### src/shared/shg_pkg.sv
// Constants and types for the serial pause and low-supply guard block
package shg_pkg;
  // ****************************************
  // Instruction codes and frame layout
  // ****************************************
  localparam logic [7:0] CMD_WREN  = 8'h06;  // Set write enable
  localparam logic [7:0] CMD_WRITE_DISABLED_STATE  = 8'h04;  // Clear write enable
  localparam logic [7:0] CMD_STATUS_WRITE_COMMAND  = 8'h01;  // Status write command
  localparam logic [7:0] CMD_WRITE = 8'h02;  // Memory write
  localparam logic [5:0] CNT_ZERO  = 6'h00;  // Bit counter start
  localparam logic [5:0] CNT_OPC   = 6'h08;  // Opcode complete
  localparam logic [5:0] CNT_STATUS_WRITE_COMMAND  = 6'h10;  // Status frame length
  localparam logic [5:0] CNT_ADDR  = 6'h18;  // Opcode plus address
  localparam logic [2:0] BIT_LAST  = 3'h7;   // Last bit of a byte
  localparam int unsigned CLK_HZ   = 40_000_000;  // mclk rate
  localparam int unsigned PROG_US  = 4000;  // Programming time, us
  localparam int unsigned PROG_CYC = PROG_US * (CLK_HZ / 1_000_000);

  // Write engine states, Gray along idle-prog-done
  typedef enum logic [1:0] {
    WS_IDLE = 2'b00,
    WS_PROG = 2'b01,
    WS_DONE = 2'b11
  } shg_wstate_type;
endpackage : shg_pkg

### src/rtl/shg_guard.sv
// Serial slave front end with pause control and low-supply write guard
`timescale 1ns/1ps
`default_nettype none
module shg_guard #(
  parameter int unsigned PROG_CYCLES = shg_pkg::PROG_CYC  // Write time
) (
  input  wire logic        mclk,         // System clock
  input  wire logic        arst_n,       // Async reset, low
  input  wire logic        csPinN,       // Chip select pin, low active
  input  wire logic        sckPin,       // Serial clock pin
  input  wire logic        siPin,        // Serial data in pin
  input  wire logic        pausePinN,    // Pause pin, low active
  input  wire logic        lowSupply,    // Supply detector, high = low
  input  wire logic        areaProt,     // Addressed area is protected
  output logic             soOut,        // Serial data out value
  output logic             soOe,         // Serial data out enable
  output logic             paused,       // Pause state active
  output logic             writeEnableLatch, // Write enable latch
  output logic             writeBusy,    // Programming in progress
  output logic             statusWrite,  // Current job is status write
  output logic             cellUndefined,// Last programmed cell undefined
  output logic [7:0]       dataByte      // Last byte received
);
  import shg_pkg::*;

  // ****************************************
  // State record
  // ****************************************
  typedef struct packed {
    logic [1:0]     csS;      // Select synchroniser
    logic [1:0]     sckS;     // Clock synchroniser
    logic [1:0]     siS;      // Data synchroniser
    logic [1:0]     hldS;     // Pause synchroniser
    logic [1:0]     lowS;     // Supply synchroniser
    logic           sckD;     // Previous clock sample
    logic           pause;    // Pause state
    logic [5:0]     cnt;      // Bit counter
    logic [7:0]     shift;    // Input shifter
    logic [7:0]     opc;      // Captured opcode
    logic           write_enable_latch;      // Write enable latch
    logic           armed;    // Write frame acceptable
    logic           wrGo;     // Whole data byte received
    logic           soV;      // Output bit
    logic           soE;      // Output enable
    logic           undef;    // Interrupted cell flag
    logic           isSr;     // Job is status write
    shg_wstate_type ws;       // Write engine state
    logic [31:0]    tmr;      // Programming timer
  } shg_state_type;

  shg_state_type st_r;   // Registered state
  shg_state_type st_nxt; // Next state

  logic csN;      // Synchronised select
  logic sck;      // Synchronised clock
  logic sckRise;  // Clock rising edge
  logic sckFall;  // Clock falling edge
  logic low;      // Synchronised low supply
  logic hld;      // Synchronised pause input

  assign csN     = st_r.csS[1];
  assign sck     = st_r.sckS[1];
  assign low     = st_r.lowS[1];
  assign hld     = st_r.hldS[1];
  assign sckRise = sck & ~st_r.sckD;
  assign sckFall = ~sck & st_r.sckD;

  // ****************************************
  // Next state logic
  // ****************************************
  always_comb begin
    st_nxt      = st_r;
    // Two-stage synchronisers
    st_nxt.csS  = {st_r.csS[0], csPinN};
    st_nxt.sckS = {st_r.sckS[0], sckPin};
    st_nxt.siS  = {st_r.siS[0], siPin};
    st_nxt.hldS = {st_r.hldS[0], pausePinN};
    st_nxt.lowS = {st_r.lowS[0], lowSupply};
    st_nxt.sckD = sck;

    // Pause entry and exit on clock low or its falling edge
    if (csN) begin
      st_nxt.pause = 1'b0;
    end else if (!sck || sckFall) begin
      st_nxt.pause = ~hld;
    end

    if (csN) begin
      // Deselect: drop transfer, maybe launch write
      st_nxt.cnt   = CNT_ZERO;
      st_nxt.soE   = 1'b0;
      st_nxt.armed = 1'b0;
      st_nxt.wrGo  = 1'b0;
      if (st_r.wrGo && st_r.ws == WS_IDLE && !low) begin
        st_nxt.ws  = WS_PROG;
        st_nxt.tmr = 32'h0;
      end
    end else if (!st_r.pause) begin
      // Shift only while not paused
      if (sckRise) begin
        st_nxt.shift = {st_r.shift[6:0], st_r.siS[1]};
        if (st_r.cnt != 6'h3F) begin
          st_nxt.cnt = st_r.cnt + 6'h01;
        end
        if (st_nxt.cnt == CNT_OPC) begin
          st_nxt.opc = st_nxt.shift;
          // Accept only with latch set and engine idle
          st_nxt.armed = st_r.write_enable_latch && st_r.ws == WS_IDLE;
          if (st_nxt.shift == CMD_WREN && st_r.ws == WS_IDLE) begin
            st_nxt.write_enable_latch = 1'b1;
          end
          if (st_nxt.shift == CMD_WRITE_DISABLED_STATE) begin
            st_nxt.write_enable_latch = 1'b0;
          end
        end
        if (st_r.armed && st_r.opc == CMD_STATUS_WRITE_COMMAND &&
            st_nxt.cnt == CNT_STATUS_WRITE_COMMAND) begin
          st_nxt.wrGo = 1'b1;
          st_nxt.isSr = 1'b1;
        end
        if (st_r.armed && st_r.opc == CMD_WRITE &&
            st_nxt.cnt > CNT_ADDR && st_nxt.cnt[2:0] == 3'h0) begin
          st_nxt.wrGo = ~areaProt;
          st_nxt.isSr = 1'b0;
        end
        if (st_r.cnt[2:0] == BIT_LAST && st_r.cnt != 6'h3F) begin
          st_nxt.soV = st_nxt.shift[7];
        end
      end
      if (sckFall && st_r.cnt >= CNT_OPC) begin
        st_nxt.soE = 1'b1;                 // Output after opcode
      end
    end

    // Programming timer
    if (st_r.ws == WS_PROG) begin
      st_nxt.tmr = st_r.tmr + 32'h1;
      if (st_r.tmr >= PROG_CYCLES - 1) begin
        st_nxt.ws  = WS_DONE;
      end
    end else if (st_r.ws == WS_DONE) begin
      st_nxt.ws    = WS_IDLE;
      st_nxt.write_enable_latch   = 1'b0;                 // Latch drops after write
      st_nxt.undef = 1'b0;
    end

    // Low supply overrides the write engine, write frame and latch
    if (low) begin
      if (st_r.ws == WS_PROG) begin
        st_nxt.undef = 1'b1;
      end
      st_nxt.ws    = WS_IDLE;
      st_nxt.wrGo  = 1'b0;
      st_nxt.armed = 1'b0;
      st_nxt.write_enable_latch   = 1'b0;
    end
  end

  // ****************************************
  // State register
  // ****************************************
  always_ff @(posedge mclk or negedge arst_n) begin
    if (!arst_n) begin
      st_r      <= '0;
      st_r.csS  <= 2'b11;
      st_r.hldS <= 2'b11;
      st_r.ws   <= WS_IDLE;
    end else begin
      st_r <= st_nxt;
    end
  end

  // Outputs
  assign soOut            = st_r.soV;
  assign soOe             = st_r.soE & ~st_r.pause & ~csN;
  assign paused           = st_r.pause;
  assign writeEnableLatch = st_r.write_enable_latch;
  assign writeBusy        = st_r.ws != WS_IDLE;
  assign statusWrite      = st_r.isSr;
  assign cellUndefined    = st_r.undef;
  assign dataByte         = st_r.shift;

  // ****************************************
  // Checks
  // ****************************************
  pause_hiz_a: assert property (@(posedge mclk) disable iff (!arst_n)
    paused |-> !soOe) else $error("output driven while paused");
  pause_freeze_a: assert property (@(posedge mclk) disable iff (!arst_n)
    st_r.pause && !csN |=> $stable(st_r.cnt))
    else $error("counter moved while paused");
  desel_clear_a: assert property (@(posedge mclk) disable iff (!arst_n)
    csN |=> !paused && st_r.cnt == CNT_ZERO)
    else $error("deselect did not abandon");
  low_wel_a: assert property (@(posedge mclk) disable iff (!arst_n)
    low |=> !writeEnableLatch && !writeBusy)
    else $error("low supply left write state");
  low_undef_a: assert property (@(posedge mclk) disable iff (!arst_n)
    low && st_r.ws == WS_PROG |=> cellUndefined)
    else $error("interrupted cell not marked");
  start_desel_a: assert property (@(posedge mclk) disable iff (!arst_n)
    $rose(writeBusy) |-> $past(csN))
    else $error("write started while selected");
  pause_low_a: assert property (@(posedge mclk) disable iff (!arst_n)
    !csN && !sck && !hld |=> paused)
    else $error("pause not entered");
  resume_low_a: assert property (@(posedge mclk) disable iff (!arst_n)
    !csN && !sck && hld |=> !paused)
    else $error("pause not left");
  pause_high_a: assert property (@(posedge mclk) disable iff (!arst_n)
    !csN && sck && st_r.sckD && !paused |=> !paused)
    else $error("pause began with clock high");
  resume_high_a: assert property (@(posedge mclk) disable iff (!arst_n)
    !csN && sck && st_r.sckD && paused |=> paused)
    else $error("pause ended with clock high");
  wr_gate_a: assert property (@(posedge mclk) disable iff (!arst_n)
    $rose(st_r.armed) |-> $past(st_r.write_enable_latch))
    else $error("write armed without latch");
endmodule : shg_guard
`default_nettype wire

### config.mk
export PLATFORM = sky130hd
export DESIGN_NAME = shg_guard
export DESIGN_NICKNAME = d
export VERILOG_FILES = /design/src/shared/shg_pkg.sv /design/src/rtl/shg_guard.sv
export SDC_FILE = /design/constraint.sdc
export NUM_CORES = 1
export LEC_CHECK = 0
export ABC_AREA = 1
export BUFFER_PORTS_ARGS = -buffer_cell sky130_fd_sc_hd__buf_2
export CAP_MARGIN = 20
export CELL_PAD_IN_SITES_DETAIL_PLACEMENT = 0
export CELL_PAD_IN_SITES_GLOBAL_PLACEMENT = 1
export CORE_AREA = 5 5 101 103
export DETAILED_ROUTE_END_ITERATION = 10
export DIE_AREA = 0 0 106 108
export PLACE_DENSITY = 0.83
export SYNTH_ARGS = -nofsm -noshare
export SYNTH_HDL_FRONTEND = slang
export SYNTH_SLANG_ARGS = --single-unit
### constraint.sdc
create_clock -name mclk -period 2.8 [get_ports mclk]
set_input_delay 0.56 -clock mclk [delete_from_list [all_inputs] [get_ports mclk]]
set_output_delay 0.56 -clock mclk [all_outputs]
set_load 0.05 [all_outputs]
==> results of run 1 <==
[layout by cell type, fill, tap and decap left out, types with 5 or more instances in the layout]
cell type / count
o21ai_2: 8
buf_2: 21
xor2_1: 8
nand2_2: 6
o22ai_1: 11
xnor2_1: 5
nand4_1: 14
dfrtp_1: 71
nand2_1: 115
o21ai_0: 41
nand3_1: 19
clkbuf_8: 9
nor3_1: 14
inv_1: 65
a21oi_1: 14
nor2_1: 42
nor4_1: 12
[worst max path at each step]
stage	endpoint	slack (ps)	cells after the start
6_report	st_r[10]	690	5
5_1_grt	st_r[10]	540	5
4_1_cts	st_r[10]	720	5
3_5_place_dp	st_r[10]	710	5
3_3_place_gp	st_r[10]	650	5
2_1_floorplan	soOe	470	1
[logic make-up (layout without fill, tap and decap cells)]
logic type                 count (synthesis)  count (layout)  share of synthesized area [%]
AOI/OAI and AO/OA                         82              82                           11.6
adders and majority gates                  4               4                           1.24
buffers and inverters                     85             109                           8.97
muxes                                      1               1                          0.247
xor gates and xnor gates                  13              13                           2.81
DFF                                       75              75                           46.5
and+or+nand+nor                          241             241                           28.6
[routing by layer]
layer	up-vias	track usage, %
li1	1672	-
met1	1491	23.1
met2	70	25.9
met3	13	4.78
met4	0	4.81
met5	-	0
[metrics by stage]
step	utilization, %	total power [mW]
finish	48.5	2.35
global route	48.5	2.46
CTS	48.5	2.38
detailed placement	46.3	1.49
global placement	46.3	1.49
floorplan	-	1.43
[worst register-to-register path: cells and delay by family (launching register included)]
| kind | cells | cell delay [ps] |
|---|---|---|
| and+or+nand+nor | 2 | 760 |
| DFF | 1 | 620 |
| AOI/OAI and AO/OA | 2 | 340 |
| buffers and inverters | 1 | 290 |
[cell type report]
class / instances / area [um2] / area share (%)
clock buffers: 9 / 124 / 2.80
clock inverters: 7 / 82.6 / 1.87
inverters: 68 / 255 / 5.78
multi-input cells: 341 / 1800 / 40.8
flip-flops and latches: 75 / 1880 / 42.6
well taps: 111 / 139 / 3.14
repair buffers: 25 / 135 / 3.06
[flip-flops by register name, indices dropped and copies added (netlist names)]
name / count
csN: 1
st_nxt: 5
hld: 1
statusWrite: 1
paused: 1
writeEnableLatch: 1
st_r: 53
soOut: 1
sck: 1
low: 1
cellUndefined: 1
dataByte: 8
[power breakdown]
group	total [mW]	switching (mW)	leakage, nW	internal, mW
logic	0.285	0.224	0.828	0.0618
clock network	0.884	0.458	0.0984	0.426
registers	1.18	0.0456	1.01	1.13
==> run metrics, run 1 <==
most common cell in the netlist=nand2_1; worst hold endpoint=st_nxt[70]; Worst R2R Start=csN; Slew Limit Fails=0; r2r worst-path depth=5; layout cells sized above 1=14.9%; critical-path maximum fanout=14; Final Hold Viols=0; vias in the first global route=3095; clock latency on the worst-skew pair=360 ps; final setup margin=687 ps; HPWL Detailed=6.56 mm; RR Endpoint=st_r[10]; Net count, final=532; CTS tree=done; Crit-path slowest cell=dfstp_2; post-synthesis cell type count=39; cell family with most CP delay=simple AND/OR/NAND/NOR gates; drc violations=0; width of the die=106 um; met2 WL=3.98 mm; cell taking the most area after synthesis=dfrtp_1; Post-synth top cells=115 x nand2_1, 71 x dfrtp_1, 65 x inv_1; quantity of I/O buffers inserted on ports=22; EDFF count, synth=0; Hold WC Path Type=in -> reg; Post-CTS Hold Buffers=0; CTS Buf Count=9; final setup TNS=0 ps; number of fill cells in the layout=908; Clock Path Buffers=2; Yosys reg bits=75; Final period util=75.5%; Seq/Total Area, Yosys=46.5%; Post-CTS Setup Inserts=0; pre-CTS WS=711 ps; die footprint=11400 um2; drt total wl=9.08 mm; Cell Area, Synth=4050 um2; Pleak=1.93 nW; Hold Startpoint=siPin; CP bufs+invs=1; Overall Global Routing Usage=16.8%; minimum clock period after layout=2110 ps; WHS=299 ps; routability cong.=0.849; largest cells by area after synthesis=dfrtp_1 44%, nand2_1 11%, inv_1 6.0%; Root Buffer=clkbuf_8; fin area=4420 um2; Req. time, crit path=3050 ps; DR vias/cell=5.10; Area Overhead vs Synth=9.21%; reg-to-reg setup timing slack=690 ps; Fin Clk Skew=14.3 ps; clock sink count=75; Site Rows=35; max frequency=0.473 GHz; Post-synth ARST share=100%; grt ovf=0; ANT nets after route=0; Slew @ Worst Pin=936 ps; initial antenna violation count=0; RSZ-0062 raised after global routing=false; Die H=108 um; Placed Area=4210 um2; Post-Syn Instances=501; Highest Signal Layer=met4; Synth Flop Type=dfrtp_1; first-pass GRT wire length=15.1 mm; largest net degree at the start of global routing=76; CTS H-tree lvls=3; Worst Setup SP=csN; Critical Path Sink Type=flip-flop; initial core utilization=44.4%; max cap viols=0; run status=completed; Non-Filler Instances=636; Antenna Cells=0; Power Dens Cells=532 nW/um2; Clock Pin Slew Worst Setup and Hold Paths=90 ps; crit path DAT=2360 ps; Post-Syn Nets=513; 1st-iter DRT viols=211; CP max stage delay=620 ps; synthesis warning total=0; cell chain of the critical path=nand4_1, nand2_1, inv_1, a22oi_1, a21oi_1; mean post-synth cell area=8.08 um2; met3 WL=467 um; drt pass-1 iters=4; Setup CP Type=reg -> reg; post-CTS sizing=0; Core Region=9110 um2; worst ir drop on vdd=0.300 mV; Setup-failing EPs final=0; top cell type's share of synthesized area=43.9%; crit path launch type=flip-flop; max_slew headroom=37.6%; Met1 Wirelength=4.49 mm; Hold Crit Depth=1; I/O Pins=23; DP Cell Count=620; wire length per cell=14.3 um; DR vias=3246
No activity file was read; power rests on OpenSTA's default activity.
==> run 2, diff against run 1 <==
==> constraint.sdc (replaced) <==
create_clock -name mclk -period 2 [get_ports mclk]
set_input_delay 0.4 -clock mclk [delete_from_list [all_inputs] [get_ports mclk]]
set_output_delay 0.4 -clock mclk [all_outputs]
set_load 0.05 [all_outputs]
==> run 2 against run 1 <==
  * Maximum frequency grew 12%
  * Global-route usage up 0.94 points
  * Cell count grew 1.3%
  * Worst hold slack lost 290 ps
  * First-iteration DRC count down 31%
==> run metrics, run 2 (same netlist as run 1, synthesis figures left out) <==
met2 usage=26.6% (+0.68 points); crit path DAT=2150 ps (-210 ps); Area Overhead vs Synth=11.5%; routability cong.=0.887 (+4.5%); CTS H-tree lvls=3 (unchanged); initial antenna violation count=0 (unchanged); multi-input logic area=1830 um2 (+1.5%); Root Buffer=clkbuf_8; max_slew headroom=64.0% (+26 points); Slew @ Worst Pin=540 ps (-396 ps); Net count, final=540 (+1.5%); Power Dens Cells=737 nW/um2 (+39%); Overall Global Routing Usage=17.7% (+0.94 points); largest net degree at the start of global routing=43 (-43%); register name with the most flops=st_r; Site Rows=35 (unchanged); run status=completed; DR vias=3339 (+2.9%); CTS Buf Count=9 (unchanged); met3 usage=3.46% (-1.3 points); Pleak=1.97 nW (+1.8%); wire length per cell=14.4 um (+0.97%); width of the die=106 um (unchanged); most used routing layer=met2; layout cells sized above 1=17.3% (+2.4 points); Core Region=9110 um2 (unchanged); clock latency on the worst-skew pair=370 ps (about the same); max cap viols=0 (unchanged); fin area=4510 um2 (+2.1%); I/O Pins=23 (unchanged); Final Hold Viols=0 (unchanged); Clock Path Buffers=2 (unchanged); Hold WC Path Type=in -> async; Die H=108 um (unchanged); drt pass-1 iters=5 (+1); Worst R2R Start=st_r[58]; clock sink count=75 (unchanged); WHS=9.07 ps (-290 ps); DR vias/cell=5.18 (+1.6%); Register Area=1880 um2 (unchanged); Clock Pin Slew Worst Setup and Hold Paths=90 ps (about the same); Slew Limit Fails=0 (unchanged); Critical Path Sink Type=flip-flop; final setup margin=105 ps (-582 ps); die footprint=11400 um2 (unchanged); Fin Clk Skew=14.8 ps (+0.559 ps); quantity of I/O buffers inserted on ports=22 (unchanged); Largest register FFs=53 (unchanged); final setup TNS=0 ps (unchanged); number of fill cells in the layout=902 (-0.66%); Setup-failing EPs final=0 (unchanged); Setup CP Type=reg -> reg; vias in the first global route=3297 (+6.5%); r2r worst-path depth=10 (+5); drc violations=0 (unchanged); reg-to-reg setup timing slack=110 ps (-580 ps); Core Util, Final=49.5% (+1.0 points); worst ir drop on vdd=0.376 mV (+25%); grt ovf=0 (unchanged); 1st-iter DRT viols=145 (-31%); Req. time, crit path=2260 ps (-790 ps); initial core utilization=44.4% (unchanged); HPWL Detailed=6.86 mm (+4.5%); first-pass GRT wire length=16.1 mm (+6.6%); GR Util met1=25.6% (+2.5 points); critical-path maximum fanout=17 (+3); Final period util=94.7% (+19 points); max frequency=0.528 GHz (+12%); crit path launch type=flip-flop; Placed Area=4270 um2 (+1.4%); pre-CTS WS=62.5 ps (-648 ps); CTS tree=done; minimum clock period after layout=1890 ps (-218 ps); RR Endpoint=writeEnableLatch; most frequent cells in the layout=114 x nand2_1, 71 x dfrtp_1, 63 x inv_1; RSZ-0062 raised after global routing=true; drt total wl=9.28 mm (+2.2%); Antenna Cells=0 (unchanged); commonest non-fill, non-tap cell in the layout=nand2_1; ANT nets after route=0 (unchanged)
run 2: critical path, cell delays in order (launching register included):
cell	delay, ps
dfrtp_1	430
ha_2	210
ha_1	280
inv_1	60
nand3_1	80
inv_2	90
nand3_4	70
nor2_4	200
nand2_8	140
o21ai_0	170
a21oi_1	60
run 2: per-stage QoR:
| step | total power, mW | cells |
|---|---|---|
| 2_1_floorplan | 2.00 | 501 |
| 3_3_place_gp | 2.09 | 627 |
| 3_5_place_dp | 2.10 | 627 |
| 4_1_cts | 3.36 | 643 |
| 5_1_grt | 3.47 | 644 |
| 6_report | 3.32 | 644 |
run 2: area by class of cell:
type / count / share of cell area, %
multi-input combinational: 341 / 40.6
sequential: 75 / 41.7
inverter: 68 / 5.66
clock inverter: 6 / 1.61
tap: 111 / 3.08
timing repair buffer: 33 / 4.33
clock buffer: 10 / 3.05
run 2: routing by layer:
layer,vias to the layer above,wire length [um]
met3,9,383
li1,1698,-
met1,1566,4680
met4,0,140
met5,-,0
met2,66,4080
run 2: worst max-delay path by stage:
stage | from | end | slack (ps) | cells after the start
floorplan | st_r[57] | st_r[48] | 170 | 11
global placement | st_r[58] | writeEnableLatch | 100 | 10
detailed placement | st_r[58] | writeEnableLatch | 60 | 10
CTS | st_r[58] | writeEnableLatch | 50 | 10
global route | st_r[58] | writeEnableLatch | -80 | 12
finish | st_r[58] | writeEnableLatch | 110 | 10
run 2: power by group:
part	leakage (nW)	total [mW]	internal [mW]	switching, mW
registers	1.01	1.65	1.59	0.0585
clock network	0.103	1.25	0.621	0.633
logic	0.857	0.422	0.0962	0.326
run 2: repair_timing:
item | in CTS | in global routing
setup buffers | 0 | 1
resized for setup | 0 | 7
setup endpoints to repair | 0 | 11
hold buffers | 0 | 0
==> run 3, diff against run 2 <==
--- a/config.mk
+++ b/config.mk
@@ -13,6 +13,7 @@
 export CORE_AREA = 5 5 101 103
 export DETAILED_ROUTE_END_ITERATION = 10
 export DIE_AREA = 0 0 106 108
+export GPL_TIMING_DRIVEN = 0
 export PLACE_DENSITY = 0.83
 export SYNTH_ARGS = -nofsm -noshare
 export SYNTH_HDL_FRONTEND = slang
==> run 3 against run 2 <==
  * Flip-flop and latch count is the same
  * Total power rose by 4.9%
  * Critical path depth rose by 1
  * Cell area is 2.4% higher
  * Worst hold slack better by 130 ps
  * First-iteration DRC count rose by 8.3%
  * Global-route usage decreased by 0.91 points
  * Non-clock buffer count grew 11
  * Largest power group unchanged
  * Sequential power about the same
==> run metrics, run 3 (same netlist as run 1, synthesis figures left out) <==
run status=completed; worst ir drop on vdd=0.442 mV (+17%); cell family with most CP delay=adder cells; Placed Area=4330 um2 (+1.4%); Final period util=93.8% (-0.97 points); crit path launch type=flip-flop; commonest non-fill, non-tap cell in the layout=nand2_1; CP max stage delay=450 ps (+20 ps); Die H=108 um (unchanged); wire length per cell=13.9 um (-3.3%); max frequency=0.533 GHz (+1.0%); crit path DAT=2130 ps (-20 ps); reg-to-reg setup timing slack=120 ps (+20 ps); Slew Limit Fails=0 (unchanged); routability cong.=0.858 (-3.3%); Clock Path Buffers=2 (unchanged); drt pass-1 iters=4 (-1); Req. time, crit path=2250 ps (about the same); Power Dens Cells=754 nW/um2 (+2.4%); clock sink count=75 (unchanged); quantity of I/O buffers inserted on ports=22 (unchanged); GR Util met1=24.2% (-1.5 points); initial antenna violation count=0 (unchanged); layout cells sized above 1=18.4% (+1.1 points); Antenna Cells=0 (unchanged); Core Util, Final=50.7% (+1.2 points); Crit-path slowest cell=dfrtp_1; Overall Global Routing Usage=16.8% (-0.91 points); max_slew headroom=65.3% (+1.3 points); multi-input logic area=1830 um2 (+0.21%); CTS H-tree lvls=3 (unchanged); largest net degree at the start of global routing=52 (+21%); grt ovf=0 (unchanged); HPWL Detailed=6.63 mm (-3.3%); Core Region=9110 um2 (unchanged); DR vias=3369 (+0.90%); Root Buffer=clkbuf_8; max cap viols=0 (unchanged); I/O Pins=23 (unchanged); critical-path maximum fanout=10 (-7); cell chain of the critical path=ha_4, ha_1, inv_1, nand3_1, inv_2, nand3_4, nor2_4, nand2_4, buf_6, nand2_2, o21ai_2; Hold WC Path Type=in -> reg; first-pass GRT wire length=15.4 mm (-4.8%); Site Rows=35 (unchanged); clock latency on the worst-skew pair=360 ps (about the same); DR vias/cell=5.14 (-0.80%); Final Hold Viols=0 (unchanged); most used routing layer=met2; drt total wl=9.13 mm (-1.7%); final setup TNS=0 ps (unchanged); initial core utilization=44.4% (unchanged); met3 usage=3.94% (+0.48 points); Clock Pin Slew Worst Setup and Hold Paths=90 ps (about the same); register name with the most flops=st_r; die footprint=11400 um2 (unchanged); met2 usage=25.7% (-0.91 points); vias in the first global route=3092 (-6.2%); number of fill cells in the layout=906 (+0.44%); Net count, final=551 (+2.0%); WHS=141 ps (+132 ps); Area Overhead vs Synth=14.2%; CTS Buf Count=9 (unchanged); minimum clock period after layout=1880 ps (-19.4 ps); drc violations=0 (unchanged); RSZ-0062 raised after global routing=true; CTS tree=done; Largest register FFs=53 (unchanged); most frequent cells in the layout=114 x nand2_1, 70 x dfrtp_1, 64 x inv_1; width of the die=106 um (unchanged); Register Area=1880 um2 (about the same); CP bufs+invs=3 (+1); Critical Path Sink Type=flip-flop; fin area=4620 um2 (+2.4%); Slew @ Worst Pin=520 ps (-19.6 ps); Fin Clk Skew=15.1 ps (+0.300 ps); 1st-iter DRT viols=157 (+8.3%); Setup-failing EPs final=0 (unchanged); ANT nets after route=0 (unchanged); Pleak=2.04 nW (+3.5%); Setup CP Type=reg -> reg
[run 3: cell count changes in the layout (fill, tap and decap cells not counted), sizes merged]
| cell | before | now |
|---|---|---|
| bufinv | 1 | 2 |
| inv | 67 | 70 |
| buf | 33 | 40 |
| clkinv | 5 | 2 |
| dlygate4sd3 | 0 | 1 |
| clkbuf | 10 | 12 |
[run 3: path summary, 6_finish.rpt]
kind	from	to	cells past startpoint
min	lowSupply	st_nxt[66]	1
min reg2reg	st_nxt[66]	low	0
max	st_r[58]	st_r[48]	11
min in group asynchronous	arst_n	dataByte[3]	2
max reg2reg	st_r[58]	st_r[48]	11
max in group asynchronous	arst_n	st_nxt[68]	3
[run 3: cell type report]
cell class / count / area share [%]
tap: 111 / 3.01
multi-input combinational: 341 / 39.7
timing repair buffer: 27 / 3.74
inverter: 68 / 5.53
clock buffer: 9 / 2.68
sequential: 75 / 40.8
clock inverter: 7 / 2.28
buffer: 17 / 2.33
[run 3: through the flow]
| step | total power, mW | setup WS (ps) | std cells |
|---|---|---|---|
| after global routing | 3.65 | -9.78 | 655 |
| after floorplan | 2.00 | 169 | 501 |
| after CTS | 3.53 | 16.6 | 652 |
| final | 3.48 | 124 | 655 |
| after global placement | 2.13 | 14.6 | 634 |
| after detailed placement | 2.14 | 10.4 | 635 |
[run 3: what timing repair did]
| item | in CTS | in global routing |
|---|---|---|
| hold buffers | 1 | 0 |
| hold endpoints to repair | 24 | 0 |
| setup endpoints to repair | 3 | 21 |
| pin swaps | 0 | 4 |
| resized for setup | 2 | 7 |
| setup buffers | 0 | 3 |
[run 3: report_power, final]
part | total [mW] | switching, mW | leakage, nW | internal (mW)
Clock | 1.37 | 0.648 | 0.113 | 0.725
Combinational | 0.459 | 0.324 | 0.917 | 0.135
Sequential | 1.65 | 0.0643 | 1.01 | 1.59
[run 3: layer usage]
metal	routed length, um	part of all wire, %
met1	4580	50
met2	4080	45
met3	367	4.0
met4	95	1.0
met5	0	0
[run 3: worst reg2reg max path: cells and delay by family (launching register included)]
kind / cells / cell delay (ps)
AO/OA/AOI/OAI: 1 / 40
adder cells (fa/ha/maj): 2 / 480
buffers and inverters: 3 / 320
flip-flops: 1 / 450
AND/OR/NAND/NOR: 5 / 480
